==> src/verilog/rsfm_pkg.sv <==
// package for the relay system failure monitor: constants, types, register map
// assumes a 25 MHz system clock and an AXI4-Lite register bus with 32-bit data
package rsfm_pkg;
    // ==========================================================
    // geometry and timing
    localparam int NPTS          = 40;
    localparam int CLK_HZ        = 25_000_000;
    localparam int QUAL_MIN_S    = 5;
    localparam int QUAL_MAX_S    = 10;
    localparam int DET_STUCK_S   = 60;
    localparam longint QUAL_CYC_L = longint'(QUAL_MIN_S) * CLK_HZ;
    localparam longint STUCK_CYC_L = longint'(DET_STUCK_S) * CLK_HZ;
    localparam int CNT_W         = 32;
    localparam int BLINK_W       = 24;
    localparam logic [7:0] CODE_FD   = 8'hfd;
    localparam logic [7:0] CODE_NONE = 8'h00;

    // ==========================================================
    // register map, byte offsets
    localparam logic [7:0] REG_STATUS  = 8'h00;
    localparam logic [7:0] REG_MASK    = 8'h04;
    localparam logic [7:0] REG_CONTROL = 8'h08;
    localparam logic [7:0] REG_REC_LO  = 8'h0c;
    localparam logic [7:0] REG_REC_HI  = 8'h10;
    localparam logic [7:0] REG_STATE   = 8'h14;
    localparam int ADDR_W = 8;
    localparam int REC_HI_W = NPTS - 32;

    // status bits
    localparam int ST_PT_FAIL  = 0;
    localparam int ST_DET_FAIL = 1;
    localparam int ST_W        = 2;
    // control bits, write-one pulses
    localparam int CT_CLEAR    = 0;
    localparam int CT_STEP     = 1;

    localparam logic [1:0] RESP_OKAY   = 2'h0;
    localparam logic [1:0] RESP_SLVERR = 2'h2;

    // ==========================================================
    // carriers
    typedef struct packed {
        logic [NPTS-1:0] rec;
        logic            alarm;
        logic            det_fail;
        logic            code_hidden;
    } rsfm_state_t;

    typedef struct packed {
        logic [ADDR_W-1:0] addr;
        logic [31:0]       data;
        logic [3:0]        strb;
    } rsfm_wreq_t;
endpackage

==> src/verilog/rsfm_store.sv <==
// holds the set of failed point identities, with read data from a register
// assumes non-volatility is provided by the technology cell; reset does not wipe it
`timescale 1ns/10ps
module rsfm_store
    import rsfm_pkg::*;
(
    // clock
    input  wire logic            clk,
    // update
    input  wire logic            set_en,
    input  wire logic [NPTS-1:0] set_bits,
    input  wire logic            clr,
    // read
    output logic      [NPTS-1:0] rd_data
);
    logic [NPTS-1:0] mem;

    // no reset: contents must survive supply loss and reset
    // a failure recorded in the same cycle as a clear is kept, so the set wins
    always_ff @(posedge clk) begin
        if (clr) begin
            mem <= set_en ? set_bits : '0;
        end else if (set_en) begin
            mem <= mem | set_bits;
        end
        rd_data <= mem;
    end
endmodule

==> src/verilog/rsfm_top.sv <==
// relay system failure monitor: point change supervision, stuck detector alarm
// assumes points and buttons are asynchronous pins; software uses AXI4-Lite
`timescale 1ns/10ps
module rsfm_top
    import rsfm_pkg::*;
#(
    parameter longint QUAL_CYC  = QUAL_CYC_L,
    parameter longint STUCK_CYC = STUCK_CYC_L
) (
    // clock and reset
    input  wire logic            CLK,
    input  wire logic            RESET_N,
    // scheme inputs
    input  wire logic [NPTS-1:0] POINTS,
    input  wire logic            DISTURBANCE_DETECTOR,
    input  wire logic            CLEAR_BUTTON,
    input  wire logic            REMOTE_CLEAR,
    input  wire logic            STEP_VIEW_BUTTON,
    // indications
    output logic                 ALARM,
    output logic                 MONITOR_RECORD_LAMP,
    output logic [7:0]           DISPLAY_CODE,
    output logic                 IRQ,
    // axi4-lite write
    input  wire logic [ADDR_W-1:0] S_AXI_AWADDR,
    input  wire logic            S_AXI_AWVALID,
    output logic                 S_AXI_AWREADY,
    input  wire logic [31:0]     S_AXI_WDATA,
    input  wire logic [3:0]      S_AXI_WSTRB,
    input  wire logic            S_AXI_WVALID,
    output logic                 S_AXI_WREADY,
    output logic [1:0]           S_AXI_BRESP,
    output logic                 S_AXI_BVALID,
    input  wire logic            S_AXI_BREADY,
    // axi4-lite read
    input  wire logic [ADDR_W-1:0] S_AXI_ARADDR,
    input  wire logic            S_AXI_ARVALID,
    output logic                 S_AXI_ARREADY,
    output logic [31:0]          S_AXI_RDATA,
    output logic [1:0]           S_AXI_RRESP,
    output logic                 S_AXI_RVALID,
    input  wire logic            S_AXI_RREADY
);
    localparam int NIN = NPTS + 4;
    localparam logic [CNT_W-1:0] QUAL_N  = CNT_W'(QUAL_CYC - 1);
    localparam logic [CNT_W-1:0] STUCK_N = CNT_W'(STUCK_CYC - 1);

    // ==========================================================
    // input synchronisers
    logic [NIN-1:0] sync1;
    logic [NIN-1:0] sync2;
    logic [NPTS-1:0] prev;
    logic            det_q;
    logic            btn_clr_q;
    logic            rem_clr_q;
    logic            step_q;

    always_ff @(posedge CLK or negedge RESET_N) begin
        if (!RESET_N) begin
            sync1 <= '0;
            sync2 <= '0;
        end else begin
            sync1 <= {STEP_VIEW_BUTTON, REMOTE_CLEAR, CLEAR_BUTTON,
                      DISTURBANCE_DETECTOR, POINTS};
            sync2 <= sync1;
        end
    end

    wire [NPTS-1:0] pts_s    = sync2[NPTS-1:0];
    wire            det_s    = sync2[NPTS];
    wire            clr_s    = sync2[NPTS+1];
    wire            rclr_s   = sync2[NPTS+2];
    wire            step_s   = sync2[NPTS+3];

    // ==========================================================
    // edge detection and pending change set
    logic            primed;
    logic [1:0]      warm;
    logic [NPTS-1:0] pend;
    logic [CNT_W-1:0] qual_cnt;
    logic [CNT_W-1:0] stuck_cnt;
    rsfm_state_t     st;
    logic            sw_clear;
    logic            sw_step;

    wire [NPTS-1:0] edges     = primed ? (pts_s ^ prev) : '0;
    wire            clear_cmd = (clr_s & ~btn_clr_q) | (rclr_s & ~rem_clr_q)
                                | sw_clear;
    wire            step_cmd  = (step_s & ~step_q) | sw_step;
    // a detector pickup means a disturbance; changes then are expected
    wire            quiet     = ~det_s;
    wire            qual_done = (|pend) && quiet && (qual_cnt == QUAL_N);
    wire            stuck_hit = det_s && (stuck_cnt == STUCK_N);
    wire            rec_en    = qual_done && !st.det_fail;
    wire            pt_event  = rec_en;
    wire            det_event = stuck_hit && !st.det_fail;

    always_ff @(posedge CLK or negedge RESET_N) begin
        if (!RESET_N) begin
            prev      <= '0;
            primed    <= 1'b0;
            warm      <= '0;
            det_q     <= 1'b0;
            btn_clr_q <= 1'b0;
            rem_clr_q <= 1'b0;
            step_q    <= 1'b0;
        end else begin
            prev      <= pts_s;
            // prev holds real pin levels only from the third edge; no false edge
            warm      <= {warm[0], 1'b1};
            primed    <= warm[1];
            det_q     <= det_s;
            btn_clr_q <= clr_s;
            rem_clr_q <= rclr_s;
            step_q    <= step_s;
        end
    end

    // pending set drops when the detector picks up, since changes are then legitimate
    wire [NPTS-1:0] next_pend = (!quiet || qual_done) ? '0 : (pend | edges);

    always_ff @(posedge CLK or negedge RESET_N) begin
        if (!RESET_N) begin
            pend <= '0;
        end else begin
            pend <= next_pend;
        end
    end

    // ==========================================================
    // timers; qualifying time is exactly the minimum, inside the 5..10 s band
    wire [CNT_W-1:0] next_qual  = (|pend && quiet && !qual_done) ? qual_cnt + 1'b1 : '0;
    wire [CNT_W-1:0] next_stuck = (det_s && !stuck_hit) ? stuck_cnt + 1'b1 : '0;

    always_ff @(posedge CLK or negedge RESET_N) begin
        if (!RESET_N) begin
            qual_cnt  <= '0;
            stuck_cnt <= '0;
        end else begin
            qual_cnt  <= next_qual;
            stuck_cnt <= next_stuck;
        end
    end

    // ==========================================================
    // latched state
    logic [NPTS-1:0] rec_q;
    logic [BLINK_W-1:0] blink;

    rsfm_store u_store (
        .clk      (CLK),
        .set_en   (rec_en),
        .set_bits (pend),
        .clr      (clear_cmd),
        .rd_data  (rec_q)
    );

    always_ff @(posedge CLK or negedge RESET_N) begin
        if (!RESET_N) begin
            st    <= '0;
            blink <= '0;
        end else begin
            st.rec <= rec_q;
            blink  <= blink + 1'b1;
            if (pt_event || det_event) begin
                st.alarm <= 1'b1;
            end else if (clear_cmd) begin
                st.alarm <= 1'b0;
            end
            if (det_event) begin
                st.det_fail    <= 1'b1;
                st.code_hidden <= 1'b0;
            end else if (clear_cmd) begin
                st.det_fail    <= 1'b0;
                st.code_hidden <= 1'b0;
            end else if (st.det_fail && step_cmd) begin
                st.code_hidden <= 1'b1;
            end
        end
    end

    // ==========================================================
    // indications
    always_ff @(posedge CLK or negedge RESET_N) begin
        if (!RESET_N) begin
            ALARM               <= 1'b0;
            MONITOR_RECORD_LAMP <= 1'b0;
            DISPLAY_CODE        <= CODE_NONE;
        end else begin
            ALARM               <= st.alarm;
            MONITOR_RECORD_LAMP <= st.det_fail ? blink[BLINK_W-1]
                                               : (|rec_q);
            DISPLAY_CODE        <= (st.det_fail && !st.code_hidden) ? CODE_FD
                                                                    : CODE_NONE;
        end
    end

    // ==========================================================
    // interrupt status and mask
    logic [ST_W-1:0] irq_st;
    logic [ST_W-1:0] irq_mask;
    wire  [ST_W-1:0] irq_set = {det_event, pt_event};
    wire             wr_go;
    wire             st_wr   = wr_go && !S_AXI_AWREADY && (S_AXI_AWADDR == REG_STATUS)
                               && S_AXI_WSTRB[0];
    wire  [ST_W-1:0] w1c     = st_wr ? S_AXI_WDATA[ST_W-1:0] : '0;

    always_ff @(posedge CLK or negedge RESET_N) begin
        if (!RESET_N) begin
            irq_st <= '0;
            IRQ    <= 1'b0;
        end else begin
            irq_st <= (irq_st & ~w1c) | irq_set;
            IRQ    <= |(irq_st & irq_mask);
        end
    end

    // ==========================================================
    // axi4-lite slave; address and data accepted together in one cycle
    assign wr_go = S_AXI_AWVALID && S_AXI_WVALID && !S_AXI_BVALID;
    wire   wr_ok = (S_AXI_AWADDR == REG_STATUS) || (S_AXI_AWADDR == REG_MASK)
                   || (S_AXI_AWADDR == REG_CONTROL);
    wire   ctl_wr = wr_go && (S_AXI_AWADDR == REG_CONTROL) && S_AXI_WSTRB[0];
    wire   rd_go = S_AXI_ARVALID && !S_AXI_RVALID;
    logic [31:0] rd_mux;
    logic        rd_ok;

    always_comb begin
        rd_mux = '0;
        rd_ok  = 1'b1;
        case (S_AXI_ARADDR)
            REG_STATUS:  rd_mux[ST_W-1:0] = irq_st;
            REG_MASK:    rd_mux[ST_W-1:0] = irq_mask;
            REG_CONTROL: rd_mux = '0;
            REG_REC_LO:  rd_mux = st.rec[31:0];
            REG_REC_HI:  rd_mux[REC_HI_W-1:0] = st.rec[NPTS-1:32];
            REG_STATE:   rd_mux[2:0] = {st.code_hidden, st.det_fail, st.alarm};
            default:     rd_ok = 1'b0;
        endcase
    end

    always_ff @(posedge CLK or negedge RESET_N) begin
        if (!RESET_N) begin
            S_AXI_AWREADY <= 1'b0;
            S_AXI_WREADY  <= 1'b0;
            S_AXI_BVALID  <= 1'b0;
            S_AXI_BRESP   <= RESP_OKAY;
            S_AXI_ARREADY <= 1'b0;
            S_AXI_RVALID  <= 1'b0;
            S_AXI_RRESP   <= RESP_OKAY;
            S_AXI_RDATA   <= '0;
            irq_mask      <= '0;
            sw_clear      <= 1'b0;
            sw_step       <= 1'b0;
        end else begin
            S_AXI_AWREADY <= wr_go && !S_AXI_AWREADY;
            S_AXI_WREADY  <= wr_go && !S_AXI_AWREADY;
            sw_clear      <= ctl_wr && !S_AXI_AWREADY && S_AXI_WDATA[CT_CLEAR];
            sw_step       <= ctl_wr && !S_AXI_AWREADY && S_AXI_WDATA[CT_STEP];
            if (wr_go && !S_AXI_AWREADY) begin
                S_AXI_BRESP  <= wr_ok ? RESP_OKAY : RESP_SLVERR;
                if ((S_AXI_AWADDR == REG_MASK) && S_AXI_WSTRB[0]) begin
                    irq_mask <= S_AXI_WDATA[ST_W-1:0];
                end
            end
            // answers only follow the address handshake, as the bus demands
            if (S_AXI_AWREADY) begin
                S_AXI_BVALID <= 1'b1;
            end else if (S_AXI_BREADY) begin
                S_AXI_BVALID <= 1'b0;
            end
            S_AXI_ARREADY <= rd_go && !S_AXI_ARREADY;
            if (rd_go && !S_AXI_ARREADY) begin
                S_AXI_RDATA  <= rd_mux;
                S_AXI_RRESP  <= rd_ok ? RESP_OKAY : RESP_SLVERR;
            end
            if (S_AXI_ARREADY) begin
                S_AXI_RVALID <= 1'b1;
            end else if (S_AXI_RREADY) begin
                S_AXI_RVALID <= 1'b0;
            end
        end
    end
endmodule

==> config.mk <==
export PLATFORM = sky130hd
export DESIGN_NAME = rsfm_top
export DESIGN_NICKNAME = d
export VERILOG_FILES = /design/src/verilog/rsfm_pkg.sv /design/src/verilog/rsfm_store.sv /design/src/verilog/rsfm_top.sv
export SDC_FILE = /design/constraint.sdc
export NUM_CORES = 1
export LEC_CHECK = 0
export BUFFER_PORTS_ARGS = -buffer_cell sky130_fd_sc_hd__buf_2
export CORE_MARGIN = 4
export CORE_UTILIZATION = 52
export DETAILED_ROUTE_END_ITERATION = 8
export PLACE_DENSITY = 0.77
export SYNTH_ARGS = -nofsm -noshare
export SYNTH_HDL_FRONTEND = slang
export SYNTH_SLANG_ARGS = --single-unit
==> constraint.sdc <==
create_clock -name CLK -period 2.5 [get_ports CLK]
set_clock_uncertainty 0.05 [all_clocks]
set_input_delay 0.375 -clock CLK [delete_from_list [all_inputs] [get_ports CLK]]
set_output_delay 0.375 -clock CLK [all_outputs]
set_load 0.005 [all_outputs]
# After elaboration in Yosys (flattened, before gate mapping)

Index checks and enable logic that the tools add are counted.

Register bits: 442
Latch bits: 0
Bits in writable memories: 0
Bits in read-only memories: 0
Input bits: 103
Output and inout bits: 52
Word-level logic and storage cells: 135
Memories: 0

Add/subtract/negate cells: 3
Multiply operators: 0
Divide/modulo/power cells: 0
Order comparisons: 0
Equal/unequal tests: 9
Shift-type cells: 0
Mux-type cells: 26
Bitwise operators: 17
Reduce and logical (&&, ||, !) cells: 47

Operators with widths:

| kind                                             | number |
|---|---|
| two-way mux 40 bit                               | 5 |
| OR 40 bit                                        | 2 |
| OR reduction 40 bit                              | 2 |
| adder 32 x 1 -> 32 bit (second input constant)   | 2 |
| two-way mux 32 bit                               | 2 |
| bitwise XOR 40 bit                               | 1 |
| == test 32 x 27 -> 1 bit (second input constant) | 1 |
| == test 32 x 31 -> 1 bit (second input constant) | 1 |
| adder 24 x 1 -> 24 bit (second input constant)   | 1 |
| == test 8 x 4 -> 1 bit (second input constant)   | 3 |
| two-way mux 24 bit                               | 1 |
| logical AND 1 bit                                | 22 |
| == test 8 x 3 -> 1 bit (second input constant)   | 2 |
| == test 8 x 5 -> 1 bit (second input constant)   | 2 |
| logical NOT 8 bit                                | 2 |
| two-way mux 1 bit                                | 10 |
| one-hot mux 2 bit (5 select lines)               | 1 |
| one-hot mux 5 bit (2 select lines)               | 1 |
| nonzero test 2 bit                               | 5 |
| logical NOT 1 bit                                | 8 |
| two-way mux 2 bit                                | 4 |
| two-way mux 8 bit                                | 1 |
| OR reduction 6 bit                               | 1 |
| AND 2 bit                                        | 2 |
| other kinds (10)                                 | 20 |

# Depth between registers and ports, before layout

Gate-level depths: netlist of the first run.

Depth in word-level cells: 9
Depth in mapped cells: 8
Gate-level depth less buffers: 6

# By module

A second synthesis of the first run with hierarchy kept.

Cells, all modules: 1,240
Area, all modules: 15,661.3 µm²

Modules (own cells, without submodules):

| module     | instances | cells each | area each (µm²) | sequential area each (µm²) |
|---|---|---|---|---|
| rsfm_top   | 1         | 1,031      | 12,912.4        | 8,833.5 |
| rsfm_store | 1         | 209        | 2,748.9         | 2,001.9 |

# Worst setup path before layout of the first run

Ideal clock, no wire load.

Kind: register to register
Start: reg qual_cnt[15]
End: reg u_store.mem[0], enable pin
Arrival time: 2.219 ns
Path slack: -0.167 ns
Stages on the path, launching flop included: 6
Path buffers: 1
Cells stage by stage: dfrtp_1 clkdlybuf4s18_1 nor4_1 nand4_1 or3_1 nand2_1

Longest elaborated chain between the ends: 4

RTL lines:

| element                             | line             | source |
|---|---|---|
| start: declaration                  | rsfm_top.sv:80   | `logic [CNT_W-1:0] qual_cnt;` |
| start signal: assignment            | rsfm_top.sv:140  | `qual_cnt <= next_qual;` |
| == test 32 x 27 -> 1 bit            | rsfm_top.sv:92   | `wire qual_done = (\|pend) && quiet && (qual_cnt == QUAL_N);` |
| logical AND 1 bit                   | rsfm_top.sv:92   |  |
| logical AND 1 bit                   | rsfm_top.sv:94   | `wire rec_en = qual_done && !st.det_fail;` |
| nonzero test 2 bit (no source line) | -                |  |
| end signal: assignment              | rsfm_store.sv:22 | `mem <= set_en ? set_bits : '0;` |
| end signal: assignment              | rsfm_store.sv:24 | `mem <= mem \| set_bits;` |
| end: declaration                    | rsfm_store.sv:16 | `logic [NPTS-1:0] mem;` |

Every way passes these cells.
A chain may end at the register's enable or synchronous reset.

# Worst setup path in the final report of the first run

Start: reg qual_cnt[9]
End: reg u_store.mem[18] (data pin)

Longest elaborated chain between the ends: 5

RTL lines:

| element                  | line             | source |
|---|---|---|
| == test 32 x 27 -> 1 bit | rsfm_top.sv:92   |  |
| logical AND 1 bit        | rsfm_top.sv:92   |  |
| logical AND 1 bit        | rsfm_top.sv:94   |  |
| two-way mux 40 bit       | rsfm_store.sv:22 |  |
| two-way mux 40 bit       | rsfm_store.sv:21 | `if (clr) begin` |

Every way passes these cells.

==> results of run 1 <==
[layout by cell type, fill, tap and decap left out, types with 42 or more instances in the layout]
master	instances
sky130_fd_sc_hd__nor2_1	166
sky130_fd_sc_hd__nand3_1	65
sky130_fd_sc_hd__xor2_1	91
sky130_fd_sc_hd__a21oi_1	86
sky130_fd_sc_hd__dfrtp_1	353
sky130_fd_sc_hd__clkbuf_16	42
sky130_fd_sc_hd__dlygate4sd3_1	45
sky130_fd_sc_hd__buf_2	117
sky130_fd_sc_hd__nand2_1	89
[worst reg2reg max path: stages (launching register included)]
cell                      delay (ns)
sky130_fd_sc_hd__dfrtp_1        0.38
sky130_fd_sc_hd__or4b_1         0.53
sky130_fd_sc_hd__nor4_2         0.24
sky130_fd_sc_hd__nand4_1        0.20
sky130_fd_sc_hd__o41a_4         0.55
sky130_fd_sc_hd__buf_12         0.18
sky130_fd_sc_hd__nor2_2         0.15
[where the power goes]
part           switching (uW)  leakage [uW]  total (uW)  internal (uW)
logic                     495       0.00249         845            350
clock network            2580      0.000691        6310           3730
registers                 239       0.00519        7760           7520
[stage by stage]
stage | setup WS (ns) | utilization, % | cell area (sq um)
finish | 0.0796 | 63.6 | 18300
global route | 0.00967 | 63.6 | 18300
CTS | 0.0187 | 63.4 | 18300
detailed placement | 0.117 | 56.9 | 16400
global placement | 0.199 | 56.9 | 16400
floorplan | 0.195 | - | 15200
[sequential cells by signal, indices dropped and copies added (netlist names), 2 cells and up]
name and flops:
sync1 44, blink 24, pend 40, warm 2
u_store.mem 40, u_store.rd_data 40, stuck_cnt 32, prev 40
sync2 44, irq_st 2, qual_cnt 32, S_AXI_RDATA 32
st 43, irq_mask 2
[final timing paths]
kind / start / endpoint / slack, ns
setup / recovery: qual_cnt[9] / u_store.mem[18] / 0.08
hold / removal: S_AXI_RREADY / S_AXI_RVALID / 0.08
setup reg to reg: qual_cnt[9] / u_store.mem[18] / 0.08
hold reg to reg: u_store.rd_data[14] / st[17] / 0.29
max in group asynchronous: RESET_N / sync1[9] / 1.25
min in group asynchronous: RESET_N / S_AXI_RDATA[13] / 0.34
[routing by layer]
layer  vias up  track usage, %  share of wire, %  wire, um
met5         -               0                 0         0
met4         0            5.44               2.6       720
met3        55            2.97               5.1      1450
met2       243            28.9                47     13400
met1      4574            26.1                45     12700
li1       4468               -                 -         -
[area by class of cell]
| type | instances | area, sq um |
|---|---|---|
| tap | 384 | 480 |
| inverter | 14 | 52.6 |
| timing repair buffer | 198 | 1440 |
| fill | 2091 | 10500 |
| clock inverter | 14 | 158 |
| clock buffer | 64 | 1260 |
| multi-input combinational | 706 | 4060 |
| sequential | 433 | 10800 |
| antenna | 1 | 2.50 |
[kinds of logic (layout without fill, tap and decap cells)]
| kind of cell | count (synthesis) | after routing |
|---|---|---|
| adders and majority gates | 3 | 3 |
| buffers and inverters | 65 | 290 |
| DFF | 433 | 433 |
| and+or+nand+nor | 467 | 467 |
| muxes | 4 | 4 |
| xor gates and xnor gates | 120 | 120 |
| other | 2 | 5 |
| AOI/OAI and AO/OA | 108 | 108 |
[repair_timing]
item                       4_1_cts  5_1_grt
resized for setup                0        2
setup endpoints to repair        0        1
hold buffers                    45        0
hold endpoints to repair       107        0
buffers inserted                 0        3
==> impl_metrics.xml, run 1 <==
<?xml version="1.0" encoding="UTF-8"?>
<metrics>
  <group name="drt">
    <metric name="routed_via_count" unit="">9340</metric>
    <metric name="detailed_route_vias_per_instance" unit="">5.15</metric>
    <metric name="detail_route.wirelength" unit="um">28200</metric>
    <metric name="wl_per_cell" unit="um">15.6</metric>
    <metric name="drcViolationCount" unit="">0</metric>
    <metric name="drt-pass1-iter-count" unit="">5</metric>
    <metric name="number_of_drc_markers_after_the_initial_detailed_route_iteration" unit="">623</metric>
    <metric name="antenna_violating_nets_post_route" unit="">0</metric>
  </group>
  <group name="synthesis">
    <metric name="synth.cell_area" unit="sq um">15200</metric>
    <metric name="synth_top_cells_by_count" unit="">sky130_fd_sc_hd__dfrtp_1, sky130_fd_sc_hd__nor2_1, sky130_fd_sc_hd__xor2_1, sky130_fd_sc_hd__nand2_1, sky130_fd_sc_hd__a21oi_1</metric>
    <metric name="post_synth_inst_count" unit="">1202</metric>
    <metric name="synthDominantAreaCellType" unit="">sky130_fd_sc_hd__dfrtp_1</metric>
    <metric name="synth_compound_area_share" unit="%">4.09</metric>
    <metric name="yosys.area_share.xor_xnor" unit="%">6.91</metric>
    <metric name="synth_area_in_simple_gates" unit="%">14.7</metric>
    <metric name="yosys.cell_count.top_type" unit="">sky130_fd_sc_hd__dfrtp_1</metric>
    <metric name="yosys_warnings" unit="">0</metric>
    <metric name="yosys_most_used_dff" unit="">sky130_fd_sc_hd__dfrtp_1</metric>
    <metric name="post_synth_fa_ha_maj_area_fraction" unit="%">0.247</metric>
    <metric name="synth_top_area_share" unit="%">58.1</metric>
    <metric name="yosysSeqAreaShare" unit="%">71.2</metric>
    <metric name="synth_top_family_by_area" unit="">simple AND/OR/NAND/NOR gates</metric>
    <metric name="postSynthRegisterBits" unit="">433</metric>
    <metric name="netlist_cell_types" unit="">53</metric>
    <metric name="post_synth_main_area_contributors" unit="">sky130_fd_sc_hd__dfrtp_1, sky130_fd_sc_hd__edfxtp_1, sky130_fd_sc_hd__dfxtp_1, sky130_fd_sc_hd__xor2_1, sky130_fd_sc_hd__nor2_1</metric>
    <metric name="avgSynthCellArea" unit="sq um">12.7</metric>
    <metric name="synth_enable_flop_cells" unit="">40</metric>
    <metric name="share_of_async_settable_or_async_resettable_flops_after_synthesis" unit="%">81.5</metric>
    <metric name="synth_mux_area_share" unit="%">0.444</metric>
  </group>
  <group name="sta">
    <metric name="final.setup.tns" unit="ns">0</metric>
    <metric name="worstMarginPinSlew" unit="ns">0.709</metric>
    <metric name="final_hold_viol_count" unit="">0</metric>
    <metric name="maxSlewViolCount" unit="">0</metric>
    <metric name="setup_violators_final" unit="">0</metric>
    <metric name="layout_worst_path_cycle_share" unit="%">96.8</metric>
    <metric name="grt_setup_unrepaired" unit="">no</metric>
    <metric name="min_period" unit="ns">2.42</metric>
    <metric name="timing.slew.headroom" unit="%">52.4</metric>
    <metric name="fmax" unit="GHz">0.413</metric>
    <metric name="smallest_hold_slack" unit="ns">0.0796</metric>
  </group>
  <group name="layout">
    <metric name="stdcell_count" unit="">1814</metric>
    <metric name="area_growth" unit="%">20.2</metric>
    <metric name="finish.net_count" unit="">1501</metric>
    <metric name="drive_gt1_share" unit="%">17.4</metric>
  </group>
  <group name="grt">
    <metric name="grt_max_degree" unit="">70</metric>
    <metric name="vias_in_the_first_global_route" unit="">9426</metric>
    <metric name="grt_first_pass_wirelength" unit="um">47200</metric>
    <metric name="grt_overflow_total" unit="">0</metric>
    <metric name="number_of_antenna_violations_at_the_first_check_in_global_routing" unit="">1</metric>
    <metric name="globalRouteTotalUtil" unit="%">18.1</metric>
  </group>
  <group name="cts">
    <metric name="clock_transition_at_the_registers_of_the_reported_paths" unit="ns">0.07</metric>
    <metric name="tritoncts.num_buffers" unit="">42</metric>
    <metric name="cts_max_path_buffers" unit="">3</metric>
    <metric name="clock_latency" unit="ns">0.53</metric>
    <metric name="clock_tree.htree_level_count" unit="">2</metric>
    <metric name="cts_tree" unit="">built</metric>
    <metric name="tritoncts_num_sinks" unit="">433</metric>
    <metric name="ctsRootBufferMaster" unit="">sky130_fd_sc_hd__clkbuf_16</metric>
  </group>
  <group name="worst_setup_path">
    <metric name="count_of_buffer_and_inverter_cells_on_the_critical_path" unit="">1</metric>
    <metric name="worst-path-stages" unit="">6</metric>
    <metric name="critPathKind" unit="">reg -&gt; reg</metric>
    <metric name="crit_family" unit="">simple AND/OR/NAND/NOR gates</metric>
    <metric name="worst_ep_arrival_time" unit="ns">2.75</metric>
    <metric name="count_of_cells_along_the_worst_register_to_register_path" unit="">6</metric>
    <metric name="critical_path_peak_fanout" unit="">11</metric>
    <metric name="cp.required" unit="ns">2.83</metric>
    <metric name="cpPeakStageDelay" unit="ns">0.55</metric>
    <metric name="worst_path_max_delay_cell" unit="">sky130_fd_sc_hd__o41a_4</metric>
    <metric name="worstPathCellList" unit="">or4b_1 &gt; nor4_2 &gt; nand4_1 &gt; o41a_4 &gt; buf_12 &gt; nor2_2</metric>
    <metric name="kind_of_launch_point_of_the_worst_setup_path" unit="">register</metric>
    <metric name="setup.worst_path.end_class" unit="">register</metric>
  </group>
  <group name="floorplan">
    <metric name="floorplan.rows" unit="">62</metric>
    <metric name="fp.dieH" unit="um">179</metric>
    <metric name="placeableCoreArea" unit="sq um">28800</metric>
    <metric name="initial_core_util" unit="%">52.9</metric>
    <metric name="io_pins" unit="">155</metric>
    <metric name="die_width" unit="um">179</metric>
    <metric name="dieArea" unit="sq um">32100</metric>
  </group>
  <group name="worst_hold_path">
    <metric name="hold_class" unit="">in -&gt; reg</metric>
    <metric name="hold-path-cell-count" unit="">3</metric>
  </group>
  <group name="run">
    <metric name="timing.max_cap.violations" unit="">0</metric>
  </group>
  <group name="status">
    <metric name="result_of_the_run" unit="">complete, no violations</metric>
  </group>
  <group name="power">
    <metric name="design_power_total" unit="uW">14900</metric>
    <metric name="cellPowerDensity" unit="nW/um^2">815</metric>
    <metric name="ir_drop_worst_vdd" unit="uV">735</metric>
    <metric name="cellLeakagePower" unit="uW">0.00837</metric>
  </group>
  <group name="place">
    <metric name="portBuffers" unit="">118</metric>
    <metric name="detailedPlacementHpwl" unit="um">18200</metric>
    <metric name="gp_congestion" unit="">0.805</metric>
    <metric name="numPlacedInstances" unit="">1687</metric>
  </group>
</metrics>
No activity file was read; power rests on OpenSTA's default activity.
==> inputs of run 2 (changes only) <==
--- a/config.mk
+++ b/config.mk
@@ -5,11 +5,14 @@
 export SDC_FILE = /design/constraint.sdc
 export NUM_CORES = 1
 export LEC_CHECK = 0
+export ABC_AREA = 1
 export BUFFER_PORTS_ARGS = -buffer_cell sky130_fd_sc_hd__buf_2
+export CELL_PAD_IN_SITES_DETAIL_PLACEMENT = 2
+export CELL_PAD_IN_SITES_GLOBAL_PLACEMENT = 2
 export CORE_MARGIN = 4
-export CORE_UTILIZATION = 52
+export CORE_UTILIZATION = 35
 export DETAILED_ROUTE_END_ITERATION = 8
-export PLACE_DENSITY = 0.77
+export PLACE_DENSITY = 0.78
 export SYNTH_ARGS = -nofsm -noshare
 export SYNTH_HDL_FRONTEND = slang
 export SYNTH_SLANG_ARGS = --single-unit
==> run 2 against run 1 <==
Fmax increased by 3.8%. Count of clock-buffer cells in the layout grew 1. Combinational power grew 22%. Register-to-register slack better by 0.09 ns. Wire length up 72%. Global-route usage increased by 1.6 points. Die area is 55% higher. Sequential share of layout area decreased by 3.7 points. Critical path depth increased by 3. Highest routed layer unchanged.
==> impl_metrics.xml, run 2 <==
<?xml version="1.0" encoding="UTF-8"?>
<metrics>
  <group name="synthesis">
    <metric name="synth_top_cells_by_count" unit="">sky130_fd_sc_hd__dfrtp_1, sky130_fd_sc_hd__nand2_1, sky130_fd_sc_hd__nor2_1, sky130_fd_sc_hd__a21oi_1, sky130_fd_sc_hd__inv_1</metric>
    <metric name="synth.cell_area" unit="sq um">16100</metric>
    <metric name="synthDominantAreaCellType" unit="">sky130_fd_sc_hd__dfrtp_1</metric>
    <metric name="synth_enable_flop_cells" unit="">40</metric>
    <metric name="netlist_cell_types" unit="">44</metric>
    <metric name="yosys.cell_count.top_type" unit="">sky130_fd_sc_hd__dfrtp_1</metric>
    <metric name="avgSynthCellArea" unit="sq um">10.7</metric>
    <metric name="yosys_warnings" unit="">0</metric>
    <metric name="yosysSeqAreaShare" unit="%">67.2</metric>
    <metric name="synth_top_area_share" unit="%">54.8</metric>
    <metric name="post_synth_inst_count" unit="">1503</metric>
    <metric name="share_of_async_settable_or_async_resettable_flops_after_synthesis" unit="%">81.5</metric>
    <metric name="yosys_most_used_dff" unit="">sky130_fd_sc_hd__dfrtp_1</metric>
    <metric name="post_synth_main_area_contributors" unit="">sky130_fd_sc_hd__dfrtp_1, sky130_fd_sc_hd__edfxtp_1, sky130_fd_sc_hd__nand2_1, sky130_fd_sc_hd__nor2_1, sky130_fd_sc_hd__dfxtp_1</metric>
    <metric name="postSynthRegisterBits" unit="">433</metric>
  </group>
  <group name="floorplan">
    <metric name="placeableCoreArea" unit="sq um">45500</metric>
    <metric name="initial_core_util" unit="%">35.5</metric>
    <metric name="dieArea" unit="sq um">49600</metric>
    <metric name="io_pins" unit="">155</metric>
    <metric name="fp.dieH" unit="um">223</metric>
    <metric name="die_width" unit="um">223</metric>
    <metric name="floorplan.rows" unit="">78</metric>
  </group>
  <group name="place">
    <metric name="placedInstanceArea" unit="sq um">17500</metric>
    <metric name="dp_worst_setup_slack" unit="ns">0.0791</metric>
    <metric name="detailedPlacementHpwl" unit="um">31800</metric>
    <metric name="portBuffers" unit="">118</metric>
    <metric name="gp_congestion" unit="">0.836</metric>
  </group>
  <group name="worst_hold_path">
    <metric name="worstHoldStart" unit="">S_AXI_WDATA[0]</metric>
    <metric name="hold-path-cell-count" unit="">3</metric>
    <metric name="holdPathEnd" unit="">sw_clear</metric>
    <metric name="hold_class" unit="">in -&gt; reg</metric>
  </group>
  <group name="cts">
    <metric name="clock_latency" unit="ns">0.61</metric>
    <metric name="tritoncts.num_buffers" unit="">46</metric>
    <metric name="cts_tree" unit="">built</metric>
    <metric name="tritoncts_num_sinks" unit="">433</metric>
    <metric name="clock_transition_at_the_registers_of_the_reported_paths" unit="ns">0.07</metric>
    <metric name="cts_max_path_buffers" unit="">3</metric>
    <metric name="post-cts-setup-buffer-count" unit="">0</metric>
    <metric name="clock_tree.htree_level_count" unit="">2</metric>
    <metric name="ctsRootBufferMaster" unit="">sky130_fd_sc_hd__clkbuf_16</metric>
  </group>
  <group name="worst_setup_path">
    <metric name="count_of_cells_along_the_worst_register_to_register_path" unit="">9</metric>
    <metric name="reg2reg_to" unit="">u_store.mem[36]</metric>
    <metric name="cp.required" unit="ns">2.76</metric>
    <metric name="worst_ep_arrival_time" unit="ns">2.59</metric>
    <metric name="r2r_start" unit="">pend[12]</metric>
    <metric name="critPathKind" unit="">reg -&gt; reg</metric>
    <metric name="critical_path_peak_fanout" unit="">41</metric>
    <metric name="setup.worst_path.end_class" unit="">register</metric>
    <metric name="ff2ff_setup_slack" unit="ns">0.17</metric>
    <metric name="kind_of_launch_point_of_the_worst_setup_path" unit="">register</metric>
  </group>
  <group name="sta">
    <metric name="fmax" unit="GHz">0.429</metric>
    <metric name="setup_violators_final" unit="">0</metric>
    <metric name="min_period" unit="ns">2.33</metric>
    <metric name="layout_worst_path_cycle_share" unit="%">93.2</metric>
    <metric name="final_hold_viol_count" unit="">0</metric>
    <metric name="grt_setup_unrepaired" unit="">no</metric>
    <metric name="timing.slew.headroom" unit="%">58.6</metric>
    <metric name="final_critical_path_setup_slack" unit="ns">0.169</metric>
    <metric name="final.setup.tns" unit="ns">0</metric>
    <metric name="worstMarginPinSlew" unit="ns">0.617</metric>
    <metric name="maxSlewViolCount" unit="">0</metric>
  </group>
  <group name="layout">
    <metric name="most-common-layout-cells" unit="">sky130_fd_sc_hd__dfrtp_1, sky130_fd_sc_hd__nand2_1, sky130_fd_sc_hd__nor2_1</metric>
    <metric name="fillerInstances" unit="">4724</metric>
    <metric name="multi_input_comb_area" unit="sq um">4710</metric>
    <metric name="area_growth" unit="%">20.8</metric>
    <metric name="drive_gt1_share" unit="%">13.8</metric>
    <metric name="mostFrequentLayoutCell" unit="">sky130_fd_sc_hd__dfrtp_1</metric>
    <metric name="layout.area.seq" unit="sq um">10800</metric>
    <metric name="finish.net_count" unit="">1799</metric>
    <metric name="antenna-diode-count" unit="">0</metric>
    <metric name="stdcell_area" unit="sq um">19500</metric>
    <metric name="top_regs" unit="">sync1 (44), sync2 (44), st (43)</metric>
  </group>
  <group name="power">
    <metric name="ir_drop_worst_vdd" unit="uV">629</metric>
    <metric name="cellLeakagePower" unit="uW">0.00842</metric>
    <metric name="cellPowerDensity" unit="nW/um^2">813</metric>
  </group>
  <group name="drt">
    <metric name="detail_route.wirelength" unit="um">48600</metric>
    <metric name="wl_per_cell" unit="um">20.9</metric>
    <metric name="number_of_drc_markers_after_the_initial_detailed_route_iteration" unit="">586</metric>
    <metric name="routed_via_count" unit="">11655</metric>
    <metric name="drcViolationCount" unit="">0</metric>
    <metric name="antenna_violating_nets_post_route" unit="">0</metric>
    <metric name="detailed_route_vias_per_instance" unit="">5.00</metric>
    <metric name="drt-pass1-iter-count" unit="">4</metric>
  </group>
  <group name="grt">
    <metric name="grt_overflow_total" unit="">0</metric>
    <metric name="grt_first_pass_wirelength" unit="um">77900</metric>
    <metric name="grt_max_degree" unit="">75</metric>
    <metric name="number_of_antenna_violations_at_the_first_check_in_global_routing" unit="">0</metric>
    <metric name="vias_in_the_first_global_route" unit="">13626</metric>
    <metric name="globalRouteTotalUtil" unit="%">19.7</metric>
  </group>
  <group name="run">
    <metric name="timing.max_cap.violations" unit="">0</metric>
  </group>
  <group name="status">
    <metric name="result_of_the_run" unit="">complete, no violations</metric>
  </group>
</metrics>
run 2: changes by cell type in the layout (fill, tap and decap cells not counted), sizes merged, moves of 40 or more:
cell   before  now
nor3       15   56
o21a        0   40
nor2      178  231
nand2      90  260
xor2       91   43
a21oi      86  135
inv        16   86
run 2: worst max-delay path by stage:
stage	startpoint	end	slack [ns]	cells past startpoint
2_1_floorplan	qual_cnt[0]	u_store.mem[0]	0.18	10
3_3_place_gp	pend[0]	u_store.mem[31]	0.26	9
3_5_place_dp	pend[0]	u_store.mem[18]	0.08	9
4_1_cts	pend[12]	u_store.mem[12]	0.03	9
5_1_grt	pend[20]	u_store.mem[12]	0.05	9
6_report	pend[12]	u_store.mem[36]	0.17	9
run 2: logic make-up (layout without fill, tap and decap cells):
logic type	after synthesis	in the layout	share of synthesized area, %
AND/OR/NAND/NOR	647	647	17.3
flip-flops	433	433	67.2
AO/OA/AOI/OAI	224	224	8.08
buffers and inverters	131	356	3.76
XOR/XNOR	63	63	3.42
adder cells (fa/ha/maj)	3	3	0.233
other	2	4	0.0466
run 2: layout make-up:
cell class	instances	share of cell area, %
tap	600	3.85
inverter	85	1.64
timing repair buffer	186	6.85
sequential	433	55.6
clock buffer	65	6.58
multi-input combinational	941	24.2
clock inverter	20	1.34
run 2: where the power goes:
group	leakage, uW	switching, uW	total (uW)	internal, uW
Sequential	0.00519	299	7830	7530
Clock	0.000748	2960	7000	4040
Combinational	0.00248	643	1030	390
Total	0.00842	3900	15900	12000
run 2: worst max-delay path, cell delays in order (launching register included):
cell and delay (ns):
sky130_fd_sc_hd__dfrtp_1 0.42, sky130_fd_sc_hd__nor2_1 0.15, sky130_fd_sc_hd__nand2_1 0.12, sky130_fd_sc_hd__nor2_1 0.24, sky130_fd_sc_hd__nand2_1 0.13, sky130_fd_sc_hd__nor2_1 0.14
sky130_fd_sc_hd__nand2_1 0.11, sky130_fd_sc_hd__nand4_4 0.11, sky130_fd_sc_hd__buf_6 0.39, sky130_fd_sc_hd__a21oi_1 0.17
run 2: metal layers:
metal / part of all wire, % / vias up / track usage, % / routed length [um]
met5: 0 / - / 0 / 0
met4: 2.5 / 0 / 5.57 / 1230
met3: 3.4 / 75 / 3.33 / 1660
met2: 53 / 199 / 35.9 / 25700
met1: 41 / 6068 / 24.2 / 20100
li1: - / 5313 / - / -
run 2: repair_timing:
item / in CTS / in global routing
endpoints found under the hold margin: 84 / 0
setup endpoints to repair: 0 / 33
hold buffers: 48 / 0
resized for setup: 0 / 2
run 2: stage by stage:
step	hold WS (ns)	total power (uW)	utilization, %	instances
after floorplan	0.0294	8280	-	1505
after global placement	0.253	8790	38.4	2197
after detailed placement	0.260	8900	38.4	2197
after CTS	0.0257	16000	42.8	2330
after global routing	0.0596	16600	42.9	2330
final	0.0453	15900	42.9	2330
